### config.mk
export PLATFORM = sky130hd
export DESIGN_NAME = frame_bitblt_order_engine
export DESIGN_NICKNAME = d
export VERILOG_FILES = /design/src/design/frame_bitblt_pkg.sv /design/src/design/frame_bitblt_order_engine.sv
export SDC_FILE = /design/constraint.sdc
export NUM_CORES = 2
export LEC_CHECK = 0
export BUFFER_PORTS_ARGS = -buffer_cell sky130_fd_sc_hd__buf_2
export CAP_MARGIN = 20
export CORE_UTILIZATION = 35
export CTS_CLUSTER_DIAMETER = 60
export DETAILED_ROUTE_END_ITERATION = 8
export GPL_ROUTABILITY_DRIVEN = 0
export PLACE_DENSITY = 0.58
export SYNTH_ARGS = -nofsm -noshare
export SYNTH_HDL_FRONTEND = slang
export SYNTH_SLANG_ARGS = --single-unit
### constraint.sdc
create_clock -name aclk -period 6.8 [get_ports aclk]
set_clock_uncertainty 0.05 [all_clocks]
set_input_delay 0.68 -clock aclk [delete_from_list [all_inputs] [get_ports aclk]]
set_output_delay 0.68 -clock aclk [all_outputs]
set_load 0.02 [all_outputs]
### src/design/frame_bitblt_pkg.sv
// Package with the constants and types of the frame bitBLT order engine.
package frame_bitblt_pkg;

	// ----------------------------------------------------------------
	// Order opcodes, lengths and field offsets
	// ----------------------------------------------------------------
	localparam logic [7:0]  OP_SRC_DST      = 8'h12;
	localparam logic [7:0]  OP_SRC_TILE_DST = 8'h13;
	localparam logic [7:0]  OP_SCALED       = 8'h16;
	localparam logic [7:0]  RESERVED_BYTE   = 8'h00;
	localparam logic [4:0]  LEN_SD          = 5'h0e;
	localparam logic [4:0]  LEN_SHD         = 5'h16;
	localparam logic [4:0]  LEN_XD          = 5'h12;
	localparam int          HDR_BYTES       = 22;
	localparam int          F_DST           = 2;
	localparam int          F_FW            = 6;
	localparam int          F_FH            = 8;
	localparam int          F_SRC           = 10;
	localparam int          F_HXR           = 14;
	localparam int          F_HYR           = 16;
	localparam int          F_HA            = 18;
	localparam int          F_SW            = 14;
	localparam int          F_XB            = 16;
	localparam int          F_YB            = 17;

	// ----------------------------------------------------------------
	// Register map, byte addresses
	// ----------------------------------------------------------------
	localparam logic [7:0]  A_CTRL          = 8'h00;
	localparam logic [7:0]  A_STATUS        = 8'h04;
	localparam logic [7:0]  A_ORDER_ADDR    = 8'h08;
	localparam logic [7:0]  A_LOGIC         = 8'h0c;
	localparam logic [7:0]  A_SRC_STRIDE    = 8'h10;
	localparam logic [7:0]  A_TILE_DIM      = 8'h14;
	localparam logic [7:0]  A_ORDER_COUNT   = 8'h18;
	localparam logic [7:0]  A_CUR_ADDR      = 8'h1c;
	localparam int          ST_BUSY         = 0;
	localparam int          ST_DONE         = 1;
	localparam int          ST_BAD_OP       = 2;

	// ----------------------------------------------------------------
	// Reset values
	// ----------------------------------------------------------------
	localparam logic [3:0]  RST_SD_CODE     = 4'hc;
	localparam logic [7:0]  RST_STD_CODE    = 8'hf0;
	localparam logic [31:0] RST_WORD        = 32'h0000_0000;
	// Set bit n when an x_scale_code of n is supported.
	localparam logic [15:0] X_SCALE_OK      = 16'hffff;
	localparam logic [1:0]  RESP_OKAY       = 2'b00;
	localparam logic [1:0]  RESP_SLVERR     = 2'b10;

	typedef enum logic [8:0] {
		S_IDLE   = 9'b0_0000_0001,
		S_FETCH  = 9'b0_0000_0010,
		S_DECODE = 9'b0_0000_0100,
		S_SRC    = 9'b0_0000_1000,
		S_TILE   = 9'b0_0001_0000,
		S_DST    = 9'b0_0010_0000,
		S_WR     = 9'b0_0100_0000,
		S_STEP   = 9'b0_1000_0000,
		S_NEXT   = 9'b1_0000_0000
	} state_e;

endpackage : frame_bitblt_pkg

### src/design/frame_bitblt_order_engine.sv
// Frame bitBLT order engine with AXI4-Lite registers and a memory port.
`timescale 1ns/1ps

module frame_bitblt_order_engine
	import frame_bitblt_pkg::*;
(
	input  wire logic        aclk,
	input  wire logic        aresetn,
	input  wire logic [7:0]  s_axi_awaddr,
	input  wire logic        s_axi_awvalid,
	output logic             s_axi_awready,
	input  wire logic [31:0] s_axi_wdata,
	input  wire logic [3:0]  s_axi_wstrb,
	input  wire logic        s_axi_wvalid,
	output logic             s_axi_wready,
	output logic [1:0]       s_axi_bresp,
	output logic             s_axi_bvalid,
	input  wire logic        s_axi_bready,
	input  wire logic [7:0]  s_axi_araddr,
	input  wire logic        s_axi_arvalid,
	output logic             s_axi_arready,
	output logic [31:0]      s_axi_rdata,
	output logic [1:0]       s_axi_rresp,
	output logic             s_axi_rvalid,
	input  wire logic        s_axi_rready,
	output logic             mem_req,
	output logic             mem_we,
	output logic [31:0]      mem_addr,
	output logic [31:0]      mem_wdata,
	input  wire logic [31:0] mem_rdata,
	input  wire logic        mem_ack
);

	// ----------------------------------------------------------------
	// Helpers
	// ----------------------------------------------------------------
	function automatic logic [31:0] be32(input logic [7:0] a, input logic [7:0] b,
		input logic [7:0] c, input logic [7:0] d);
		be32 = {a, b, c, d};
	endfunction : be32

	// Pixels are packed MSB first; a bit address picks a word and a bit.
	function automatic logic [31:0] word_of(input logic [31:0] bit_addr);
		word_of = {3'b000, bit_addr[31:5], 2'b00};
	endfunction : word_of

	function automatic logic pick(input logic [31:0] w, input logic [31:0] ba);
		pick = w[~ba[4:0]];
	endfunction : pick

	function automatic logic [31:0] merge(input logic [31:0] old,
		input logic [31:0] nw, input logic [3:0] be);
		logic [31:0] r;
		r = old;
		for (int i = 0; i < 4; i++) begin
			if (be[i]) begin
				r[8*i +: 8] = nw[8*i +: 8];
			end
		end
		merge = r;
	endfunction : merge

	// ----------------------------------------------------------------
	// Register file and AXI4-Lite slave
	// ----------------------------------------------------------------
	logic        aw_got, next_aw_got, w_got, next_w_got;
	logic [7:0]  aw_q, next_aw_q;
	logic [31:0] wd_q, next_wd_q;
	logic [3:0]  ws_q, next_ws_q;
	logic        next_bvalid, next_rvalid;
	logic [1:0]  next_bresp, next_rresp;
	logic [31:0] next_rdata;
	logic [31:0] order_addr, next_order_addr, src_stride, next_src_stride;
	logic [31:0] tile_dim, next_tile_dim, order_count, next_order_count;
	logic [31:0] logic_reg, next_logic_reg;
	logic        done_flag, next_done_flag, bad_flag, next_bad_flag;
	logic        start;
	logic        busy;
	logic        set_done, set_bad;
	logic [31:0] order_ptr;
	logic [31:0] wr_val;
	logic [3:0]  sd_code;
	logic [7:0]  std_code;
	logic [15:0] tile_w, tile_h;

	assign s_axi_awready = !aw_got && !s_axi_bvalid;
	assign s_axi_wready  = !w_got && !s_axi_bvalid;
	assign s_axi_arready = !s_axi_rvalid;
	assign sd_code  = logic_reg[3:0];
	assign std_code = logic_reg[15:8];
	assign tile_w   = tile_dim[15:0];
	assign tile_h   = tile_dim[31:16];

	always_comb begin
		next_aw_got = aw_got;
		next_w_got = w_got;
		next_aw_q = aw_q;
		next_wd_q = wd_q;
		next_ws_q = ws_q;
		next_bvalid = s_axi_bvalid && !s_axi_bready;
		next_bresp = s_axi_bresp;
		next_rvalid = s_axi_rvalid && !s_axi_rready;
		next_rresp = s_axi_rresp;
		next_rdata = s_axi_rdata;
		next_order_addr = order_addr;
		next_src_stride = src_stride;
		next_tile_dim = tile_dim;
		next_order_count = order_count;
		next_logic_reg = logic_reg;
		next_done_flag = done_flag;
		next_bad_flag = bad_flag;
		start = 1'b0;
		wr_val = RST_WORD;
		if (s_axi_awvalid && s_axi_awready) begin
			next_aw_got = 1'b1;
			next_aw_q = s_axi_awaddr;
		end
		if (s_axi_wvalid && s_axi_wready) begin
			next_w_got = 1'b1;
			next_wd_q = s_axi_wdata;
			next_ws_q = s_axi_wstrb;
		end
		if (aw_got && w_got && !s_axi_bvalid) begin
			next_aw_got = 1'b0;
			next_w_got = 1'b0;
			next_bvalid = 1'b1;
			next_bresp = RESP_OKAY;
			wr_val = merge(RST_WORD, wd_q, ws_q);
			unique case (aw_q)
				A_CTRL: start = wr_val[0] && !busy;
				A_STATUS: begin
					next_done_flag = done_flag && !wr_val[ST_DONE];
					next_bad_flag = bad_flag && !wr_val[ST_BAD_OP];
				end
				A_ORDER_ADDR: next_order_addr = merge(order_addr, wd_q, ws_q);
				A_LOGIC: next_logic_reg = merge(logic_reg, wd_q, ws_q) &
					32'h0000_ff0f;
				A_SRC_STRIDE: next_src_stride = merge(src_stride, wd_q, ws_q);
				A_TILE_DIM: next_tile_dim = merge(tile_dim, wd_q, ws_q);
				A_ORDER_COUNT: next_order_count = merge(order_count, wd_q, ws_q);
				A_CUR_ADDR: ;
				default: next_bresp = RESP_SLVERR;
			endcase
		end
		// Hardware events win over a clear in the same cycle.
		if (set_done) begin
			next_done_flag = 1'b1;
		end
		if (set_bad) begin
			next_bad_flag = 1'b1;
		end
		if (s_axi_arvalid && s_axi_arready) begin
			next_rvalid = 1'b1;
			next_rresp = RESP_OKAY;
			unique case (s_axi_araddr)
				A_CTRL: next_rdata = RST_WORD;
				A_STATUS: next_rdata = {29'h0000_0000, bad_flag, done_flag, busy};
				A_ORDER_ADDR: next_rdata = order_addr;
				A_LOGIC: next_rdata = logic_reg;
				A_SRC_STRIDE: next_rdata = src_stride;
				A_TILE_DIM: next_rdata = tile_dim;
				A_ORDER_COUNT: next_rdata = order_count;
				A_CUR_ADDR: next_rdata = order_ptr;
				default: begin
					next_rdata = RST_WORD;
					next_rresp = RESP_SLVERR;
				end
			endcase
		end
	end

	always_ff @(posedge aclk) begin
		if (!aresetn) begin
			aw_got <= 1'b0;
			w_got <= 1'b0;
			aw_q <= A_CTRL;
			wd_q <= RST_WORD;
			ws_q <= 4'h0;
			s_axi_bvalid <= 1'b0;
			s_axi_bresp <= RESP_OKAY;
			s_axi_rvalid <= 1'b0;
			s_axi_rresp <= RESP_OKAY;
			s_axi_rdata <= RST_WORD;
			order_addr <= RST_WORD;
			src_stride <= RST_WORD;
			tile_dim <= RST_WORD;
			order_count <= RST_WORD;
			logic_reg <= {16'h0000, RST_STD_CODE, 4'h0, RST_SD_CODE};
			done_flag <= 1'b0;
			bad_flag <= 1'b0;
		end else begin
			aw_got <= next_aw_got;
			w_got <= next_w_got;
			aw_q <= next_aw_q;
			wd_q <= next_wd_q;
			ws_q <= next_ws_q;
			s_axi_bvalid <= next_bvalid;
			s_axi_bresp <= next_bresp;
			s_axi_rvalid <= next_rvalid;
			s_axi_rresp <= next_rresp;
			s_axi_rdata <= next_rdata;
			order_addr <= next_order_addr;
			src_stride <= next_src_stride;
			tile_dim <= next_tile_dim;
			order_count <= next_order_count;
			logic_reg <= next_logic_reg;
			done_flag <= next_done_flag;
			bad_flag <= next_bad_flag;
		end
	end

	// ----------------------------------------------------------------
	// Order engine
	// ----------------------------------------------------------------
	state_e      state, next_state;
	logic [7:0]  hdr [HDR_BYTES], next_hdr [HDR_BYTES];
	logic [4:0]  idx, next_idx, olen, next_olen;
	logic [7:0]  op, next_op;
	logic [31:0] next_order_ptr, orders_left, next_orders_left;
	logic [15:0] fw, next_fw, fh, next_fh, xc, next_xc, yc, next_yc;
	logic [31:0] dst_row, next_dst_row, dst_cur, next_dst_cur;
	logic [31:0] src_row, next_src_row, src_cur, next_src_cur, sstep, next_sstep;
	logic [31:0] t_row, next_t_row, t_cur, next_t_cur;
	logic [15:0] t_cols, next_t_cols, t_rows, next_t_rows, tile_cols_left, next_hxr;
	logic [3:0]  xm, next_xm, ym, next_ym, xclip, next_xclip, px, next_px;
	logic [3:0]  py, next_py;
	logic        s_bit, next_s_bit, t_bit, next_t_bit, res, dst_old;
	logic        next_mem_req, next_mem_we, done_acc;
	logic [31:0] next_mem_addr, next_mem_wdata, tile_area;
	logic [1:0]  bsel;

	assign busy = (state != S_IDLE);
	assign done_acc = mem_req && mem_ack;
	assign tile_area = tile_w * tile_h;
	assign bsel = order_ptr[1:0] + idx[1:0];
	// The old destination bit is taken from the word held in mem_wdata; it
	// is passed by argument so the result follows every change of that word.
	assign dst_old = pick(mem_wdata, dst_cur);
	assign res = (op == OP_SRC_TILE_DST) ? std_code[{s_bit, t_bit, dst_old}]
		: sd_code[{s_bit, dst_old}];

	always_comb begin
		next_state = state;
		next_hdr = hdr;
		next_idx = idx;
		next_olen = olen;
		next_op = op;
		next_order_ptr = order_ptr;
		next_orders_left = orders_left;
		next_fw = fw;
		next_fh = fh;
		next_xc = xc;
		next_yc = yc;
		next_dst_row = dst_row;
		next_dst_cur = dst_cur;
		next_src_row = src_row;
		next_src_cur = src_cur;
		next_sstep = sstep;
		next_t_row = t_row;
		next_t_cur = t_cur;
		next_t_cols = t_cols;
		next_t_rows = t_rows;
		next_hxr = tile_cols_left;
		next_xm = xm;
		next_ym = ym;
		next_xclip = xclip;
		next_px = px;
		next_py = py;
		next_s_bit = s_bit;
		next_t_bit = t_bit;
		next_mem_req = mem_req && !mem_ack;
		next_mem_we = mem_we;
		next_mem_addr = mem_addr;
		next_mem_wdata = mem_wdata;
		set_done = 1'b0;
		set_bad = 1'b0;
		unique case (state)
			S_IDLE: if (start) begin
				next_order_ptr = order_addr;
				next_orders_left = order_count;
				next_idx = 5'h00;
				next_olen = 5'h01;
				next_state = (order_count == RST_WORD) ? S_NEXT : S_FETCH;
			end
			S_FETCH: if (!mem_req) begin
				next_mem_req = 1'b1;
				next_mem_we = 1'b0;
				next_mem_addr = {order_ptr[31:2] + 30'(({1'b0, order_ptr[1:0]}
					+ {1'b0, idx}) >> 2), 2'b00};
			end else if (done_acc) begin
				// Byte 0 of a word sits in its top bits: fields are big-endian.
				next_hdr[idx] = mem_rdata[8*(3 - int'(bsel)) +: 8];
				next_idx = idx + 5'h01;
				if (idx == 5'h00) begin
					next_op = next_hdr[0];
					unique case (next_hdr[0])
						OP_SRC_DST: next_olen = LEN_SD;
						OP_SRC_TILE_DST: next_olen = LEN_SHD;
						OP_SCALED: next_olen = LEN_XD;
						default: begin
							set_bad = 1'b1;
							next_state = S_IDLE;
						end
					endcase
				end else if (next_idx == olen) begin
					next_state = S_DECODE;
				end
			end
			S_DECODE: begin
				next_fw = {hdr[F_FW], hdr[F_FW+1]};
				next_fh = {hdr[F_FH], hdr[F_FH+1]};
				next_dst_row = be32(hdr[F_DST], hdr[F_DST+1], hdr[F_DST+2],
					hdr[F_DST+3]);
				next_src_row = be32(hdr[F_SRC], hdr[F_SRC+1], hdr[F_SRC+2],
					hdr[F_SRC+3]);
				next_dst_cur = next_dst_row;
				next_src_cur = next_src_row;
				next_sstep = (src_stride != RST_WORD) ? src_stride
					: {16'h0000, next_fw};
				next_xm = 4'h0;
				next_ym = 4'h0;
				next_xclip = 4'h0;
				next_py = 4'h0;
				if (op == OP_SCALED) begin
					next_sstep = {16'h0000, hdr[F_SW], hdr[F_SW+1]};
					next_ym = hdr[F_YB][3:0];
					next_py = hdr[F_YB][7:4];
					if (X_SCALE_OK[hdr[F_XB][3:0]]) begin
						next_xm = hdr[F_XB][3:0];
						next_xclip = hdr[F_XB][7:4];
					end
				end
				next_px = next_xclip;
				next_hxr = {hdr[F_HXR], hdr[F_HXR+1]};
				next_t_cols = next_hxr;
				next_t_rows = {hdr[F_HYR], hdr[F_HYR+1]};
				next_t_row = be32(hdr[F_HA], hdr[F_HA+1], hdr[F_HA+2],
					hdr[F_HA+3]);
				next_t_cur = next_t_row;
				next_xc = 16'h0000;
				next_yc = 16'h0000;
				next_state = (next_fw == 16'h0000 || next_fh == 16'h0000)
					? S_NEXT : S_SRC;
			end
			S_SRC: if (!mem_req) begin
				next_mem_req = 1'b1;
				next_mem_we = 1'b0;
				next_mem_addr = word_of(src_cur);
			end else if (done_acc) begin
				next_s_bit = pick(mem_rdata, src_cur);
				next_state = (op == OP_SRC_TILE_DST) ? S_TILE : S_DST;
			end
			S_TILE: if (!mem_req) begin
				next_mem_req = 1'b1;
				next_mem_addr = word_of(t_cur);
			end else if (done_acc) begin
				next_t_bit = pick(mem_rdata, t_cur);
				next_state = S_DST;
			end
			S_DST: if (!mem_req) begin
				next_mem_req = 1'b1;
				next_mem_addr = word_of(dst_cur);
			end else if (done_acc) begin
				next_mem_wdata = mem_rdata;
				next_state = S_WR;
			end
			S_WR: if (!mem_req) begin
				next_mem_req = 1'b1;
				next_mem_we = 1'b1;
				next_mem_wdata[~dst_cur[4:0]] = res;
			end else if (done_acc) begin
				next_mem_we = 1'b0;
				next_state = S_STEP;
			end
			S_STEP: begin
				next_state = S_SRC;
				if (xc != fw - 16'h0001) begin
					next_xc = xc + 16'h0001;
					next_dst_cur = dst_cur + 32'h0000_0001;
					if (px == xm) begin
						next_px = 4'h0;
						next_src_cur = src_cur + 32'h0000_0001;
					end else begin
						next_px = px + 4'h1;
					end
					if (t_cols == 16'h0001) begin
						next_t_cols = tile_w;
						next_t_cur = t_cur + 32'h0000_0001 - {16'h0000, tile_w};
					end else begin
						next_t_cols = t_cols - 16'h0001;
						next_t_cur = t_cur + 32'h0000_0001;
					end
				end else if (yc == fh - 16'h0001) begin
					next_state = S_NEXT;
				end else begin
					next_xc = 16'h0000;
					next_yc = yc + 16'h0001;
					next_dst_row = dst_row + {16'h0000, fw};
					next_dst_cur = next_dst_row;
					next_px = xclip;
					if (py == ym) begin
						next_py = 4'h0;
						next_src_row = src_row + sstep;
					end else begin
						next_py = py + 4'h1;
					end
					next_src_cur = next_src_row;
					// The tile is packed, so one tile row is tile_w bits.
					if (t_rows == 16'h0001) begin
						next_t_rows = tile_h;
						next_t_row = t_row + {16'h0000, tile_w} - tile_area;
					end else begin
						next_t_rows = t_rows - 16'h0001;
						next_t_row = t_row + {16'h0000, tile_w};
					end
					next_t_cur = next_t_row;
					next_t_cols = tile_cols_left;
				end
			end
			S_NEXT: begin
				next_order_ptr = order_ptr + {27'h000_0000, olen};
				next_orders_left = orders_left - 32'h0000_0001;
				next_idx = 5'h00;
				next_olen = 5'h01;
				if (orders_left <= 32'h0000_0001) begin
					set_done = 1'b1;
					next_state = S_IDLE;
				end else begin
					next_state = S_FETCH;
				end
			end
		endcase
	end

	always_ff @(posedge aclk) begin
		if (!aresetn) begin
			state <= S_IDLE;
			for (int i = 0; i < HDR_BYTES; i++) begin
				hdr[i] <= RESERVED_BYTE;
			end
			idx <= 5'h00;
			olen <= 5'h01;
			op <= RESERVED_BYTE;
			order_ptr <= RST_WORD;
			orders_left <= RST_WORD;
			fw <= 16'h0000;
			fh <= 16'h0000;
			xc <= 16'h0000;
			yc <= 16'h0000;
			dst_row <= RST_WORD;
			dst_cur <= RST_WORD;
			src_row <= RST_WORD;
			src_cur <= RST_WORD;
			sstep <= RST_WORD;
			t_row <= RST_WORD;
			t_cur <= RST_WORD;
			t_cols <= 16'h0000;
			t_rows <= 16'h0000;
			tile_cols_left <= 16'h0000;
			xm <= 4'h0;
			ym <= 4'h0;
			xclip <= 4'h0;
			px <= 4'h0;
			py <= 4'h0;
			s_bit <= 1'b0;
			t_bit <= 1'b0;
			mem_req <= 1'b0;
			mem_we <= 1'b0;
			mem_addr <= RST_WORD;
			mem_wdata <= RST_WORD;
		end else begin
			state <= next_state;
			hdr <= next_hdr;
			idx <= next_idx;
			olen <= next_olen;
			op <= next_op;
			order_ptr <= next_order_ptr;
			orders_left <= next_orders_left;
			fw <= next_fw;
			fh <= next_fh;
			xc <= next_xc;
			yc <= next_yc;
			dst_row <= next_dst_row;
			dst_cur <= next_dst_cur;
			src_row <= next_src_row;
			src_cur <= next_src_cur;
			sstep <= next_sstep;
			t_row <= next_t_row;
			t_cur <= next_t_cur;
			t_cols <= next_t_cols;
			t_rows <= next_t_rows;
			tile_cols_left <= next_hxr;
			xm <= next_xm;
			ym <= next_ym;
			xclip <= next_xclip;
			px <= next_px;
			py <= next_py;
			s_bit <= next_s_bit;
			t_bit <= next_t_bit;
			mem_req <= next_mem_req;
			mem_we <= next_mem_we;
			mem_addr <= next_mem_addr;
			mem_wdata <= next_mem_wdata;
		end
	end

endmodule : frame_bitblt_order_engine

==> impl_metrics.tcl <==
set metrics [dict create \
    outcome "complete, but fails checks" \
    violations "design-rule violations" \
    drc_errors 18 \
    rsz0062_at_grt "true" \
    dp_hpwl_microns 178000 \
    multi_input_area_sq_um 38800 \
    ir_drop_mv 0.275 \
    synth_area_leaders "dfxtp_1 (30%), fa_1 (7.8%), a21oi_1 (6.4%), nand2_1 (6.0%), nor2_1 (4.6%)" \
    fin_crit_ns 6.64 \
    num_vias 59300 \
    cpPeakStageDelay_ns 0.49 \
    r2r-end "t_row[30]$_SDFFE_PN0P_" \
    cts_root_buf "clkbuf_16" \
    grt_pass1_wl_microns 360000 \
    clk_pin_slew_ns 0.06 \
    cp_max_fo 3 \
    fin_setup_tns_ns 0 \
    p_per_area_nw_per_um2 185 \
    hp-class "input pin to flop" \
    core_sq_um 170000 \
    wire_per_inst_microns 24.5 \
    utilization 0.400 \
    first_iter_violations 7308 \
    routed_via_density 5.95 \
    synth.avg_cell_area_sq_um 7.88 \
    period_share 0.976 \
    finalHoldViolCount 0 \
    cts_buffer_depth 3 \
    grt_most_used_layer "met2" \
    die_h_microns 416 \
    finalNetCount 8193 \
    r2r_start "tile_dim[0]$_SDFFE_PN0P_" \
    crit_arrival_ns 7.20 \
    slew_viol_final 0 \
    power_leakage_nw 26.1 \
    hold_depth 2 \
    async_reset_ff_frac 0 \
    syn2layout_area_growth_pct 13.3 \
    grt_antenna_before_repair 8 \
    relSlewSlack 0.239 \
    grt_util_met2 0.422 \
    start_util 0.353 \
    setup_ws_ns 0.161 \
    cts.sinks 897 \
    required_ns 7.36 \
    ant_nets 0 \
    use_met1 0.349 \
    cap_violations 0 \
    met3_usage 0.0555 \
    cts_tree "done" \
    drt_wl_total_microns 243000 \
    pre_cts_ws_ns -0.274 \
    synth_cell_types 100 \
    firstDrtPassIters 9 \
    ys_ff_latch 897 \
    ff2ff_setup_slack_ns 0.16 \
    critPathKind "flop to flop" \
    regArea_sq_um 18000 \
    hold_end "s_axi_rvalid$_SDFF_PN0_" \
    end_kind "flop" \
    layout-drive-gt1-share 0.111 \
    dieArea_sq_um 173000 \
    fp.dieW_microns 416 \
    track_usage 0.272 \
    max_freq_ghz 0.151 \
    clock_latency_ns 0.76 \
    crit_slowest_cell "fa_1" \
    cp-start-kind "flop" \
    grt_overflow_total 0 \
    syn_inst 7611 \
    tightest_slew_ns 1.14 \
    yosysTopAreaCell "dfxtp_1" \
    top_level_ports 199 \
    seq_area_frac_synth 0.299 \
    rr_worst_depth 30 \
    synth_edf_count 0 \
    rows 151 \
    top_register "hdr" \
    yosysWarnings 0 \
    htree_levels 3 \
    layout.filler_cells 17200 \
    setup_viol 0 \
    synth.top_cell.area_share 0.299 \
    synth_area_sq_um 60000 \
    numPortBuffers 194 \
    ys.flop_type "dfxtp_1" \
    grt_max_degree 168 \
    cts-buffers-inserted 103 \
    largest_reg_flops 160 \
    grt_pass1_vias 55800 \
    min_from "s_axi_rready" \
]
area by class of cell:
cell class / instances / share of cell area
Clock inverter: 48 / 0.00995
Antenna cell: 1 / 0.0000368
Multi-Input combinational cell: 5774 / 0.571
Timing Repair Buffer: 491 / 0.0496
Tap cell: 2218 / 0.0408
Sequential cell: 897 / 0.265
Clock buffer: 137 / 0.0427
Inverter: 390 / 0.0216
synthesized netlist by cell type (26+ instances only):
cell / instances
xor2_1: 155
a222oi_1: 37
o21a_1: 29
dfxtp_1: 897
mux4_2: 39
buf_2: 38
mux2i_1: 187
a21oi_1: 764
a211oi_1: 130
nor4_1: 62
o211ai_1: 94
o21ai_0: 325
nor3_1: 178
inv_1: 390
nand3_1: 312
nand2b_1: 36
a31oi_1: 82
nor2b_1: 27
nand2_1: 952
nor2_1: 735
ha_1: 210
and3_1: 81
clkbuf_1: 472
nor3b_1: 26
xnor2_1: 177
or3_1: 40
fa_1: 234
a22oi_1: 121
a21o_1: 51
and2_1: 177
nand4_1: 69
worst max-delay path: cells and delay by family, from the launching register on:
family	cells	cell delay [ns]
compound gates	14	2.60
fa+ha+maj	7	2.46
buf+inv	6	0.64
xor+xnor	1	0.27
flops	1	0.34
simple gates	2	0.13
logic make-up after synthesis:
group                    after synthesis  synth area share
adder cells (fa/ha/maj)              444             0.122
XOR/XNOR                             332            0.0485
flip-flops                           897             0.299
buffers and inverters                943            0.0612
other                                  1         0.0000625
AND/OR/NAND/NOR                     2825             0.219
AO/OA/AOI/OAI                       1936             0.203
multiplexers                         233            0.0472
repair_timing:
action	CTS	global route
hold buffers	0	0
buffers inserted	14	7
endpoints found under the setup margin	6	17
cloned	0	0
gates resized for setup	45	44
pin swaps	30	35
worst max-delay path by stage:
stage / start / to / slack [ns]
CTS: tile_dim[6]$_SDFFE_PN0P_ / t_cur[30]$_SDFFE_PN0P_ / 0.004
detailed placement: tile_dim[4]$_SDFFE_PN0P_ / t_cur[30]$_SDFFE_PN0P_ / -0.27
global placement: tile_dim[4]$_SDFFE_PN0P_ / t_row[30]$_SDFFE_PN0P_ / -0.27
floorplan: tile_dim[6]$_SDFFE_PN0P_ / t_cur[30]$_SDFFE_PN0P_ / 0.01
global route: tile_dim[0]$_SDFFE_PN0P_ / t_row[30]$_SDFFE_PN0P_ / -0.07
finish: tile_dim[0]$_SDFFE_PN0P_ / t_row[30]$_SDFFE_PN0P_ / 0.16
metal layers:
layer / wire length [microns] / share of wire / vias up
met5: 18 / 0.000074 / -
met4: 15100 / 0.062 / 2
met3: 24100 / 0.099 / 616
met2: 107000 / 0.44 / 3083
met1: 96800 / 0.40 / 28800
li1: - / - / 26800
metrics by stage:
| stage | std cells | cell area (sq um) | hold slack (ns) | power, mW |
|---|---|---|---|---|
| after global routing | 9956 | 68000 | 0.0515 | 13.0 |
| after global placement | 9746 | 63900 | 0.388 | 6.70 |
| after detailed placement | 9747 | 63900 | 0.394 | 6.71 |
| final | 9956 | 68000 | 0.0492 | 12.6 |
| after CTS | 9946 | 67800 | 0.0126 | 12.6 |
| after floorplan | 7614 | 60000 | 0.381 | 6.23 |
layout by cell type, fill, tap and decap left out, types with 23 or more instances in the layout:
cell type | synthesis | routed
o211ai_1 | 94 | 94
nor4_1 | 62 | 61
nor2_1 | 735 | 724
a21oi_1 | 764 | 760
inv_1 | 390 | 384
and2_1 | 177 | 176
fa_1 | 234 | 231
xor2_1 | 155 | 153
a22oi_1 | 121 | 120
buf_2 | 38 | 194
a31oi_1 | 82 | 79
a222oi_1 | 37 | 37
o22ai_1 | 23 | 23
a21o_1 | 51 | 51
a211oi_1 | 130 | 129
xnor2_1 | 177 | 175
o221ai_1 | 25 | 25
dfxtp_1 | 897 | 877
or3_1 | 40 | 39
o21a_1 | 29 | 29
clkbuf_16 | 0 | 103
nor3_1 | 178 | 171
buf_4 | 11 | 276
nand2b_1 | 36 | 36
ha_1 | 210 | 202
o21ai_0 | 325 | 319
mux4_2 | 39 | 39
nand3b_1 | 25 | 25
nor2b_1 | 27 | 26
nand2_1 | 952 | 951
and3_1 | 81 | 79
nand3_1 | 312 | 311
nand4_1 | 69 | 69
mux2i_1 | 187 | 187
report_power, final:
| group | switching [mW] | internal [mW] | total, mW |
|---|---|---|---|
| Clock | 2.53 | 3.42 | 5.95 |
| Sequential | 0.150 | 5.36 | 5.51 |
| Combinational | 0.808 | 0.324 | 1.13 |
| Total | 3.49 | 9.10 | 12.6 |
Note: power is estimated with default switching activity, not from simulation.
